File: src/logic/isc_pkg.sv
// Purpose: Shared constants and types of the interrupt and sleep controller.
// Assumes: 8-bit register port, 8-bit data memory, 16-bit program counter.
// Notes:   Register offsets are word indices on the plain register port.
`default_nettype none
package isc_pkg;
   localparam int unsigned N_SRC = 8;
   localparam int unsigned N_PIN = 8;
   localparam int unsigned N_TMR = 3;
   localparam int unsigned EXT_N = 2;
   localparam int unsigned WCNT_W = 20;
   // Register map.
   localparam logic [3:0] A_IRQ_EN = 4'h0;
   localparam logic [3:0] A_IRQ_FLAG = 4'h1;
   localparam logic [3:0] A_EDGE_LO = 4'h2;
   localparam logic [3:0] A_EDGE_HI = 4'h3;
   localparam logic [3:0] A_STACK = 4'h4;
   localparam logic [3:0] A_STATUS = 4'h5;
   localparam int unsigned ST_GIE_BIT = 0;
   localparam int unsigned ST_BUSY_BIT = 1;
   // Edge select codes, two bits per source; 2'b11 acts as both.
   localparam logic [1:0] EDGE_BOTH = 2'h0;
   localparam logic [1:0] EDGE_RISE = 2'h1;
   localparam logic [1:0] EDGE_FALL = 2'h2;
   localparam logic [15:0] IRQ_VECTOR = 16'h0010;
   localparam logic [7:0] SP_STEP = 8'h02;
   localparam logic [7:0] SP_HI_OFS = 8'h01;
   // Wake-up delay in slow oscillator periods, rounded up to system clocks.
   localparam longint unsigned SYS_CLK_HZ = 20_000_000;
   localparam longint unsigned SLOW_OSC_HZ = 60_000;
   localparam longint unsigned WAKE_SLOW_PERIODS = 3000;
   localparam int unsigned WAKE_CYCLES_DFLT =
      int'((WAKE_SLOW_PERIODS * SYS_CLK_HZ + SLOW_OSC_HZ - 1) / SLOW_OSC_HZ);
   typedef enum logic [3:0] {
      ST_RUN  = 4'h0,
      ST_ENT  = 4'h1,
      ST_PAF  = 4'h3,
      ST_POP1 = 4'h2,
      ST_POP2 = 4'h6,
      ST_POP3 = 4'h7,
      ST_SLPL = 4'h5,
      ST_SLPD = 4'h4,
      ST_WAKE = 4'hC
   } isc_state_e;
   typedef struct packed {
      logic gie_on;
      logic gie_off;
      logic reti;
      logic push_af;
      logic pop_af;
      logic sleep_light;
      logic sleep_deep;
   } isc_cmd_s;
   typedef struct packed {
      logic [N_TMR-1:0] clk_is_sys;
      logic [N_TMR-1:0] osc_on;
      logic [N_TMR-1:0] match;
   } isc_tmr_s;
   typedef struct packed {
      isc_state_e       st;
      logic [7:0]       en;
      logic [7:0]       flags;
      logic [15:0]      edges;
      logic [7:0]       sp;
      logic             gie;
      logic             busy;
      logic [7:0]       src_prev;
      logic [EXT_N-1:0] ext_s1;
      logic [EXT_N-1:0] ext_s2;
      logic [7:0]       pin_s1;
      logic [7:0]       pin_s2;
      logic [7:0]       pin_prev;
      logic [WCNT_W-1:0] wcnt;
      logic [15:0]      hold;
      logic             pop_pc;
      logic [7:0]       rdata;
      logic             mem_we;
      logic             mem_re;
      logic [7:0]       mem_addr;
      logic [7:0]       mem_wdata;
      logic             pc_load;
      logic             af_load;
      logic [15:0]      ld_value;
      logic             sys_clk_en;
      logic             osc_run;
      logic             otp_on;
      logic [N_TMR-1:0] tmr_run;
   } isc_ctl_s;
   localparam isc_ctl_s CTL_RST = '{st: ST_RUN, sys_clk_en: 1'b1, osc_run: 1'b1,
      otp_on: 1'b1, tmr_run: 3'h7, default: '0};
endpackage
`default_nettype wire

File: src/logic/isc_ctrl.sv
// Purpose: Interrupt flags, entry and return stacking, and sleep control.
// Assumes: The core raises commands only while o_busy is low.
// Notes:   This logic runs on the always-on clock; o_sys_clk_en gates the core.
//
// Overview of operation
// - Eight request sources feed the flag register.
// - Each source has its own enable bit.
// - Hardware sets flags; software clears by writing.
// - Edge select picks rising, falling or both.
// - Global enable gates all lines; instructions toggle.
// - Save and restore working and flag registers.
// - Entry writes program counter at stack pointer.
// - Entry then adds two to stack pointer.
// - Entry clears global enable automatically.
// - After entry fetch from address 0x010.
// - Flags set even when source enable is off.
// - Return pops counter, stack pointer minus two.
// - Return sets global enable again.
// - Light sleep stops system clock and program memory.
// - Timers on system clock stop in light sleep.
// - Light sleep ends on pin toggle or timer.
// - Comparator wakes only with both enables set.
// - Deep sleep stops oscillators and program memory.
// - Deep sleep ends on pin toggle; continue.
// - Resume about 3000 slow oscillator periods later.
`timescale 1ns/1ps
`default_nettype none
module isc_ctrl #(
   parameter int unsigned WAKE_CYCLES = isc_pkg::WAKE_CYCLES_DFLT
) (
   // Clock, reset, enable.
   input  wire logic                  i_sys_clk,
   input  wire logic                  i_rstn,
   input  wire logic                  i_clk_en,
   // Register port.
   input  wire logic [3:0]            i_addr,
   input  wire logic [7:0]            i_wdata,
   input  wire logic                  i_wr,
   input  wire logic                  i_rd,
   output logic      [7:0]            o_rdata,
   // Core side.
   input  wire logic                  i_boundary,
   input  wire isc_pkg::isc_cmd_s     i_cmd,
   input  wire logic [15:0]           i_pc,
   input  wire logic [7:0]            i_work_reg,
   input  wire logic [7:0]            i_flag_reg,
   output logic                       o_busy,
   output logic                       o_pc_load,
   output logic                       o_af_load,
   output logic      [15:0]           o_ld_value,
   output logic                       o_gie,
   // Stack memory port.
   output logic                       o_mem_we,
   output logic                       o_mem_re,
   output logic      [7:0]            o_mem_addr,
   output logic      [7:0]            o_mem_wdata,
   input  wire logic [7:0]            i_mem_rdata,
   // Request sources and wake inputs.
   input  wire logic [7:0]            i_irq_src,
   input  wire logic [7:0]            i_pin,
   input  wire logic [7:0]            i_pin_is_input,
   input  wire logic [7:0]            i_digital_input_enable,
   input  wire isc_pkg::isc_tmr_s     i_tmr,
   input  wire logic                  i_cmp_en,
   input  wire logic                  i_cmp_wake_en,
   input  wire logic                  i_cmp_event,
   // Power control.
   output logic                       o_sys_clk_en,
   output logic                       o_osc_run,
   output logic                       o_otp_on,
   output logic      [2:0]            o_tmr_run
);
   localparam logic [isc_pkg::WCNT_W-1:0] WCNT_LAST =
      isc_pkg::WCNT_W'(WAKE_CYCLES - 1);
   localparam logic [isc_pkg::WCNT_W-1:0] WCNT_ONE =
      isc_pkg::WCNT_W'(1);

   isc_pkg::isc_ctl_s q;
   isc_pkg::isc_ctl_s n;
   logic [7:0] src;
   logic [7:0] rise;
   logic [7:0] fall;
   logic [7:0] set_ev;
   logic [7:0] clr;
   logic [7:0] stat;
   logic [7:0] tog;
   logic       take;
   logic       wake_l;
   logic       wake_d;
   logic [1:0] esel;

   always_comb begin
      n = q;
      src = '0;
      rise = '0;
      fall = '0;
      set_ev = '0;
      clr = '0;
      stat = '0;
      esel = isc_pkg::EDGE_BOTH;
      n.mem_we = 1'b0;
      n.mem_re = 1'b0;
      n.pc_load = 1'b0;
      n.af_load = 1'b0;
      n.rdata = 8'h00;

      // External pins cross into this clock through two flops.
      n.ext_s1 = i_irq_src[isc_pkg::EXT_N-1:0];
      n.ext_s2 = q.ext_s1;
      n.pin_s1 = i_pin;
      n.pin_s2 = q.pin_s1;
      n.pin_prev = q.pin_s2;
      tog = q.pin_s2 ^ q.pin_prev;

      // Eight sources; flags set regardless of enables.
      src = {i_irq_src[7:isc_pkg::EXT_N], q.ext_s2};
      n.src_prev = src;
      rise = src & ~q.src_prev;
      fall = ~src & q.src_prev;
      for (int i = 0; i < isc_pkg::N_SRC; i++) begin
         esel = q.edges[2*i +: 2];
         set_ev[i] = (rise[i] && esel != isc_pkg::EDGE_FALL)
                  || (fall[i] && esel != isc_pkg::EDGE_RISE);
      end

      // Register writes. Writing 0 to a flag clears it; a new event wins.
      if (i_wr) begin
         case (i_addr)
            isc_pkg::A_IRQ_EN: n.en = i_wdata;
            isc_pkg::A_IRQ_FLAG: clr = ~i_wdata;
            isc_pkg::A_EDGE_LO: n.edges[7:0] = i_wdata;
            isc_pkg::A_EDGE_HI: n.edges[15:8] = i_wdata;
            isc_pkg::A_STACK: n.sp = i_wdata;
            default: n.en = q.en;
         endcase
      end
      n.flags = (q.flags & ~clr) | set_ev;

      stat[isc_pkg::ST_GIE_BIT] = q.gie;
      stat[isc_pkg::ST_BUSY_BIT] = q.busy;
      if (i_rd) begin
         case (i_addr)
            isc_pkg::A_IRQ_EN: n.rdata = q.en;
            isc_pkg::A_IRQ_FLAG: n.rdata = q.flags;
            isc_pkg::A_EDGE_LO: n.rdata = q.edges[7:0];
            isc_pkg::A_EDGE_HI: n.rdata = q.edges[15:8];
            isc_pkg::A_STACK: n.rdata = q.sp;
            isc_pkg::A_STATUS: n.rdata = stat;
            default: n.rdata = 8'h00;
         endcase
      end

      take = i_boundary && q.gie && (|(q.flags & q.en));
      wake_l = (|(tog & i_pin_is_input & i_digital_input_enable))
            || (|(i_tmr.match & ~i_tmr.clk_is_sys))
            || (i_cmp_event && i_cmp_en && i_cmp_wake_en);
      wake_d = |(tog & i_digital_input_enable);

      case (q.st)
         isc_pkg::ST_RUN: begin
            if (i_cmd.gie_on) begin
               n.gie = 1'b1;
            end
            if (i_cmd.gie_off) begin
               n.gie = 1'b0;
            end
            if (i_cmd.reti || i_cmd.pop_af) begin
               // The stack pointer names the slot above the newest entry.
               n.sp = q.sp - isc_pkg::SP_STEP;
               n.mem_re = 1'b1;
               n.mem_addr = q.sp - isc_pkg::SP_STEP;
               n.pop_pc = i_cmd.reti;
               n.busy = 1'b1;
               n.st = isc_pkg::ST_POP1;
            end else if (i_cmd.push_af) begin
               n.mem_we = 1'b1;
               n.mem_addr = q.sp;
               n.mem_wdata = i_work_reg;
               n.hold = {i_flag_reg, i_work_reg};
               n.busy = 1'b1;
               n.st = isc_pkg::ST_PAF;
            end else if (i_cmd.sleep_deep) begin
               n.st = isc_pkg::ST_SLPD;
            end else if (i_cmd.sleep_light) begin
               n.st = isc_pkg::ST_SLPL;
            end else if (take && !i_cmd.gie_off) begin
               n.mem_we = 1'b1;
               n.mem_addr = q.sp;
               n.mem_wdata = i_pc[7:0];
               n.hold = i_pc;
               n.gie = 1'b0;
               n.busy = 1'b1;
               n.st = isc_pkg::ST_ENT;
            end
         end
         isc_pkg::ST_ENT, isc_pkg::ST_PAF: begin
            n.mem_we = 1'b1;
            n.mem_addr = q.sp + isc_pkg::SP_HI_OFS;
            n.mem_wdata = q.hold[15:8];
            n.sp = q.sp + isc_pkg::SP_STEP;
            if (q.st == isc_pkg::ST_ENT) begin
               n.pc_load = 1'b1;
               n.ld_value = isc_pkg::IRQ_VECTOR;
            end
            n.busy = 1'b0;
            n.st = isc_pkg::ST_RUN;
         end
         isc_pkg::ST_POP1: begin
            n.mem_re = 1'b1;
            n.mem_addr = q.sp + isc_pkg::SP_HI_OFS;
            n.st = isc_pkg::ST_POP2;
         end
         isc_pkg::ST_POP2: begin
            n.hold[7:0] = i_mem_rdata;
            n.st = isc_pkg::ST_POP3;
         end
         isc_pkg::ST_POP3: begin
            n.ld_value = {i_mem_rdata, q.hold[7:0]};
            if (q.pop_pc) begin
               n.pc_load = 1'b1;
               n.gie = 1'b1;
            end else begin
               n.af_load = 1'b1;
            end
            n.busy = 1'b0;
            n.st = isc_pkg::ST_RUN;
         end
         isc_pkg::ST_SLPL: begin
            if (wake_l) begin
               n.wcnt = '0;
               n.st = isc_pkg::ST_WAKE;
            end
         end
         isc_pkg::ST_SLPD: begin
            if (wake_d) begin
               n.wcnt = '0;
               n.st = isc_pkg::ST_WAKE;
            end
         end
         isc_pkg::ST_WAKE: begin
            // Resume needs no PC load: the core continues after the sleep.
            n.wcnt = q.wcnt + WCNT_ONE;
            if (q.wcnt == WCNT_LAST) begin
               n.st = isc_pkg::ST_RUN;
            end
         end
         default: n.st = isc_pkg::ST_RUN;
      endcase

      // Power outputs follow the state being entered.
      case (n.st)
         isc_pkg::ST_SLPL: begin
            n.sys_clk_en = 1'b0;
            n.osc_run = 1'b1;
            n.otp_on = 1'b0;
            n.tmr_run = ~i_tmr.clk_is_sys & i_tmr.osc_on;
         end
         isc_pkg::ST_SLPD: begin
            n.sys_clk_en = 1'b0;
            n.osc_run = 1'b0;
            n.otp_on = 1'b0;
            n.tmr_run = '0;
         end
         isc_pkg::ST_WAKE: begin
            n.sys_clk_en = 1'b0;
            n.osc_run = 1'b1;
            n.otp_on = 1'b1;
            n.tmr_run = ~i_tmr.clk_is_sys & i_tmr.osc_on;
         end
         default: begin
            n.sys_clk_en = 1'b1;
            n.osc_run = 1'b1;
            n.otp_on = 1'b1;
            n.tmr_run = '1;
         end
      endcase
   end

   always_ff @(posedge i_sys_clk or negedge i_rstn) begin
      if (!i_rstn) begin
         q <= isc_pkg::CTL_RST;
      end else if (i_clk_en) begin
         q <= n;
      end
   end

   assign o_rdata = q.rdata;
   assign o_busy = q.busy;
   assign o_pc_load = q.pc_load;
   assign o_af_load = q.af_load;
   assign o_ld_value = q.ld_value;
   assign o_gie = q.gie;
   assign o_mem_we = q.mem_we;
   assign o_mem_re = q.mem_re;
   assign o_mem_addr = q.mem_addr;
   assign o_mem_wdata = q.mem_wdata;
   assign o_sys_clk_en = q.sys_clk_en;
   assign o_osc_run = q.osc_run;
   assign o_otp_on = q.otp_on;
   assign o_tmr_run = q.tmr_run;
endmodule
`default_nettype wire

File: config.mk
export PLATFORM = sky130hd
export DESIGN_NAME = isc_ctrl
export DESIGN_NICKNAME = d
export VERILOG_FILES = /design/src/logic/isc_pkg.sv /design/src/logic/isc_ctrl.sv
export SDC_FILE = /design/constraint.sdc
export NUM_CORES = 1
export LEC_CHECK = 0
export BUFFER_PORTS_ARGS = -buffer_cell sky130_fd_sc_hd__buf_2
export CAP_MARGIN = 30
export CORE_AREA = 3 3 171 173
export CTS_CLUSTER_SIZE = 25
export DETAILED_ROUTE_END_ITERATION = 10
export DIE_AREA = 0 0 174 176
export PLACE_DENSITY = 0.54
export SYNTH_ARGS = -nofsm -noshare
export SYNTH_HDL_FRONTEND = slang
export SYNTH_SLANG_ARGS = --single-unit
File: constraint.sdc
create_clock -name i_sys_clk -period 5.75 [get_ports i_sys_clk]
set_input_delay 1.15 -clock i_sys_clk [delete_from_list [all_inputs] [get_ports i_sys_clk]]
set_output_delay 1.15 -clock i_sys_clk [all_outputs]
set_load 0.03 [all_outputs]
==> results of run 1 <==
## through the flow
step                hold WS (ns)  area (um2)  instances
floorplan                  0.451        8920        902
global placement           0.460        9740       1358
detailed placement         0.466        9750       1359
CTS                        0.482       10300       1390
global route               0.499       10300       1390
finish                     0.472       10300       1390
## sequential cells by signal, summed over array words and instances (netlist names), 2 cells and up
register	flops
n	20
o_mem_addr	8
o_tmr_run	3
o_mem_wdata	8
esel	2
o_rdata	8
q	95
o_ld_value	16
## per-layer routing
metal / wire length, um / GRT usage (%) / vias up / part of all wire (%)
met4: 315 / 3.79 / 6 / 1.3
met2: 11400 / 24.7 / 178 / 46
met5: 47 / 0 / - / 0.19
li1: - / - / 3450 / -
met1: 11500 / 22.4 / 3526 / 47
met3: 1420 / 4.43 / 20 / 5.8
## synthesized netlist by cell type, types with 3 or more instances
master,count,area [um2]
nor4_1,3,18.8
mux2_2,67,754
xor2_1,12,105
ha_1,4,50.1
o21ai_0,80,400
a21oi_1,57,285
dfstp_2,6,158
mux2i_1,23,230
nand3_1,30,150
nor2_1,87,327
a211oi_1,4,30.0
o2bb2ai_1,11,96.3
nand3b_1,3,22.5
or4_1,4,30.0
a22oi_1,17,128
nor2b_1,6,37.5
buf_6,3,33.8
o31ai_1,21,158
inv_1,29,109
buf_4,45,338
o32ai_1,3,26.3
dfrtp_1,163,4080
o21bai_1,3,22.5
a31oi_1,14,87.6
a221oi_1,12,105
a22o_1,17,149
nand2b_1,3,18.8
and3_1,5,31.3
nor3_1,8,40.0
o21a_1,3,22.5
clkbuf_1,31,116
buf_1,6,22.5
xnor2_1,4,35.0
nand4_1,12,75.1
nand2_1,61,229
## logic make-up (layout without fill, tap and decap cells)
| family | count (synthesis) | count (layout) | share of synthesized area, % |
|---|---|---|---|
| compound gates | 265 | 265 | 19.3 |
| xor+xnor | 16 | 16 | 1.57 |
| fa+ha+maj | 4 | 4 | 0.561 |
| buf+inv | 118 | 228 | 7.16 |
| flops | 169 | 169 | 47.5 |
| mux | 90 | 90 | 11.0 |
| simple gates | 240 | 240 | 12.9 |
## tightest hold or removal path, stage by stage, from the launching register on
cell and delay, ns:
dfrtp_1 0.34, nand2_1 0.04, o21ai_0 0.06
## worst max path at each step
stage | to | slack (ns) | cells past startpoint
4_1_cts | q[86] | 2.72 | 5
6_report | o_mem_wdata[3] | 2.69 | 7
5_1_grt | q[81] | 2.44 | 5
3_5_place_dp | o_mem_wdata[0] | 2.28 | 7
2_1_floorplan | q[142] | 2.92 | 7
3_3_place_gp | o_mem_wdata[0] | 2.31 | 7
## area by class of cell
type,count,share of cell area (%)
timing repair buffer,167,8.47
clock buffer,18,4.25
sequential,169,41.0
clock inverter,13,1.40
multi-input combinational,615,39.2
inverter,30,1.09
tap,378,4.58
## power breakdown
group          internal (mW)  switching (mW)  total (mW)
combinational          0.582           0.968        1.55
clock                  0.654           0.504        1.16
sequential              1.51           0.327        1.84
==> results.yml, run 1 <==
placement:
  hpwl_um: 17700
  pre_cts_slack_ns: 2.28
  gp_congestion: 0.861
  port_buffers: 160
routing:
  vias_per_cell: 5.17
  drt-initial-drc-count: 613
  routedWlPerCell_um: 17.8
  vias: 7180
  drt_first_pass_iters: 4
  wl_um: 24700
  post-route-drc-count: 0
  antenna_left: 0
cts:
  clk_pin_slew_ns: 0.07
  htreeDepth: 4
  clock_path_buffers: 2
  clk_latency_ns: 0.43
  cts-root-buf: "clkbuf_16"
  cts_buffers: 17
  cts_setup_buffers: 0
  cts-hold-fix-buffers: 0
  cts_resized: 0
  clock_sinks: 169
  cts_tree: "done"
global_route:
  grt_max_degree: 170
  antenna_found_initial: 3
  first_global_vias: 6959
  grt_pass1_wl_um: 39200
  overflow: 0
  grt_usage_pct: 16.0
timing:
  period_share_pct: 53.2
  fin_crit_ns: 3.06
  skew_ns: 0.0140
  fmax_mhz: 327
  setup_viol: 0
  rsz0062_at_grt: "no"
  tns_ns: 0
  setup_slack_ns: 2.69
  max_slew_margin_pct: 31.6
  hold_viol_final: 0
  worst_pin_slew_ns: 1.03
  drv_slew: 0
status:
  outcome: "finished clean"
worst_setup_path:
  worstPathMaxFanout: 25
  critPathArrivalTime_ns: 3.39
  cp_slowest_stage_delay_ns: 0.52
  crit_path_start_kind: "input port"
  critical_path_class: "input port to flip-flop"
  end_kind: "flip-flop"
  cp.required_ns: 6.08
  critPathLaunch: "i_cmd[0]"
  slowest_stage: "nor4_1"
  r2r-start: "q[166]"
  r2r_end: "q[86]"
  path_buf_inv: 2
  critical-path-top-delay-family: "compound AO/OA/AOI/OAI gates"
  reg2reg_depth: 5
  r2r_setup_slack_ns: 2.70
  path_cells: "buf_2, nor4_1, o21ai_0, a211oi_2, buf_4, a21oi_1, a221oi_1"
power:
  power_density_nw_per_um2: 440
  p_leak_nw: 4.58
  ir_drop_v: 0.000156
  power_mw: 4.55
finish:
  final_common_cell: "dfrtp_1"
  syn_to_final_growth_pct: 15.9
  final_core_util_pct: 37.2
  layout_common_cells: "dfrtp_1 (163), buf_2 (159), nor2_1 (87)"
  multi_input_area_um2: 4050
  seq_area_um2: 4240
  fin_nets: 1113
  fillers: 2857
  antenna_cells: 0
  drive_above_1_share_pct: 28.5
synthesis:
  synth_area_per_cell_um2: 9.89
  syn-instance-count: 902
  synthArstFlopShare_pct: 100
  syn_nets: 1015
  synth_edf_count: 0
  yosysWarnings: 0
  ys_ff_latch: 169
  syn-cell-area_um2: 8920
  synth_ff_type: "dfrtp_1"
  synth_seq_area_share_pct: 47.5
  synth_cell_types: 71
floorplanning:
  rows: 61
  die_y_um: 176
  dieWidth_um: 174
  start_util_pct: 32.1
  core-area_um2: 27800
  io-pin-count: 161
  dieArea_um2: 30600
run:
  maxCapViolations: 0
worst_hold_path:
  hp-class: "flip-flop to flip-flop"
  hold_path_depth: 2
  whs_endpoint: "o_mem_addr[5]"
  hold_start: "o_mem_addr[5]"
Note: power is estimated with default switching activity, not from simulation.
==> run 2: changes to the inputs <==
- ABC_AREA: default -> 1
- CORE_AREA: 3 3 171 173 -> 3 3 176 178
- DIE_AREA: 0 0 174 176 -> 0 0 179 181
- clock period: 5.75 -> 3.2 ns (I/O delays scaled with it)
==> run 2 against run 1 <==
  * Clock power grew 81%
  * Die area grew 5.8%
  * First-iteration DRC count is 21% lower
  * Utilization down 0.24 points
  * Global-route usage decreased by 0.17 points
  * Critical path depth grew 3
  * Wire length up 4.0%
  * Critical path type is now flip-flop to flip-flop
  * Largest power group unchanged
==> results.yml, run 2 <==
finish:
  syn_to_final_growth_pct: 16.1
  largest_register_ff_count: 95
  design_area_um2: 10900
  final_common_cell: "nand2_1"
  drive_above_1_share_pct: 19.8
  regMostFlops: "q"
  final_core_util_pct: 37.0
  layout_common_cells: "nand2_1 (315), dfrtp_1 (163), buf_2 (159)"
  fin_nets: 1441
cts:
  cts_tree: "done"
  cts_resized: 0
  cts_setup_buffers: 0
  cts-root-buf: "clkbuf_16"
  clk_pin_slew_ns: 0.07
  clock_path_buffers: 2
  cts_buffers: 17
  htreeDepth: 4
  clk_latency_ns: 0.43
  cts-hold-fix-buffers: 0
  clock_sinks: 169
floorplanning:
  io-pin-count: 161
  die_y_um: 181
  dieWidth_um: 179
  core-area_um2: 29600
  dieArea_um2: 32400
  rows: 63
  start_util_pct: 31.8
routing:
  antenna_left: 0
  routedWlPerCell_um: 14.8
  post-route-drc-count: 0
  drt_first_pass_iters: 5
  vias: 8315
  vias_per_cell: 4.80
  drt-initial-drc-count: 484
  wl_um: 25700
timing:
  hold_viol_final: 0
  worst_pin_slew_ns: 0.711
  drv_slew: 0
  period_share_pct: 63.8
  rsz0062_at_grt: "no"
  fin_crit_ns: 2.04
  skew_ns: 0.0111
  setup_viol: 0
  fmax_mhz: 490
  max_slew_margin_pct: 52.6
  setup_slack_ns: 1.16
  tns_ns: 0
global_route:
  antenna_found_initial: 1
  grt_pass1_wl_um: 41200
  grt_max_degree: 76
  grt_usage_pct: 15.8
  overflow: 0
  first_global_vias: 7850
placement:
  gp_congestion: 0.912
  placed_area_um2: 10300
  port_buffers: 160
  hpwl_um: 19500
  pre_cts_slack_ns: 0.804
synthesis:
  synthTopCellsByCount: "nand2_1 (315), dfrtp_1 (163), inv_1 (134), o21ai_0 (127), nor2_1 (96)"
  synth_ff_type: "dfrtp_1"
  synth_cell_types: 54
  synth_area_per_cell_um2: 7.73
  yosysTopAreaCellShare_pct: 43.3
  syn-cell-area_um2: 9410
  synth_seq_area_share_pct: 45.0
  ys_ff_latch: 169
  synthArstFlopShare_pct: 100
  synth_edf_count: 0
  synth.top_cells.by_area: "dfrtp_1 (43%), nand2_1 (13%), o21ai_0 (6.8%)"
  yosysMostFrequentCell: "nand2_1"
  synth_top_area_cell: "dfrtp_1"
  syn_nets: 1331
  syn-instance-count: 1218
  yosysWarnings: 0
power:
  ir_drop_v: 0.000332
  power_mw: 8.23
  p_leak_nw: 5.32
  power_density_nw_per_um2: 754
worst_setup_path:
  worstPathMaxFanout: 18
  critPathArrivalTime_ns: 2.41
  cp.required_ns: 3.57
  crit_path_start_kind: "flip-flop"
  critical_path_class: "flip-flop to flip-flop"
  end_kind: "flip-flop"
status:
  outcome: "finished clean"
run:
  maxCapViolations: 0
worst_hold_path:
  hp-class: "input port to async pin"
[run 2: changes by cell type in the layout (fill, tap and decap cells not counted), sizes merged, moves of 23 or more]
cell and change:
nor2 +24, mux2i -23, a21oi -31, mux2 -67, nand2 +262, inv +124
o21ai +60
[run 2: cells by family (layout without fill, tap and decap cells)]
family	Yosys count	after routing	share of synthesized area (%)
xor gates and xnor gates	14	14	1.30
and+or+nand+nor	533	533	24.9
AOI/OAI and AO/OA	265	265	16.8
adders and majority gates	4	4	0.532
DFF	169	169	45.0
buffers and inverters	233	356	11.4
other	0	1	0
[run 2: worst max-delay path: stages, from the launching register on]
cell,delay (ns)
dfrtp_1,0.56
nor2_2,0.11
nand2_1,0.39
a21boi_4,0.31
nand2_1,0.07
nor2_1,0.13
nand2_1,0.07
nand2_1,0.08
nand2_2,0.08
nor2_1,0.10
nor2_1,0.05
[run 2: final timing paths]
check / start / to / slack (ns) / cells after the start
setup / recovery: q[165] / o_tmr_run[2] / 1.16 / 10
max in group asynchronous: i_rstn / q[56] / 2.22 / 2
min in group i_sys_clk: i_pin[0] / n[95] / 0.41 / 3
setup reg to reg: q[165] / o_tmr_run[2] / 1.16 / 10
hold reg to reg: n[95] / n[95] / 0.47 / 2
hold / removal: i_rstn / q[121] / 0.18 / 1
[run 2: power by group]
| group | switching [mW] | internal (mW) |
|---|---|---|
| Sequential | 0.417 | 2.70 |
| Clock | 1.04 | 1.06 |
| Combinational | 2.07 | 0.956 |
[run 2: metal layers]
metal / track usage [%] / up-vias / wire length [um]
met3: 2.46 / 27 / 1090
met5: 0 / - / 0
li1: - / 4189 / -
met1: 22.5 / 3894 / 12100
met4: 4.58 / 0 / 544
met2: 24.9 / 205 / 11900
[run 2: metrics by stage]
stage / hold WS [ns] / instances
after floorplan: 0.344 / 1218
after global placement: 0.455 / 1699
after detailed placement: 0.459 / 1699
after CTS: 0.212 / 1731
after global routing: 0.227 / 1732
final: 0.178 / 1732
[run 2: layout make-up]
type	instances	area (um2)
Antenna cell	1	2.50
Clock buffer	17	425
Clock inverter	15	185
Fill cell	3179	18600
Inverter	153	574
Multi-Input combinational cell	816	4100
Sequential cell	169	4240
Tap cell	390	488
Timing Repair Buffer	171	915
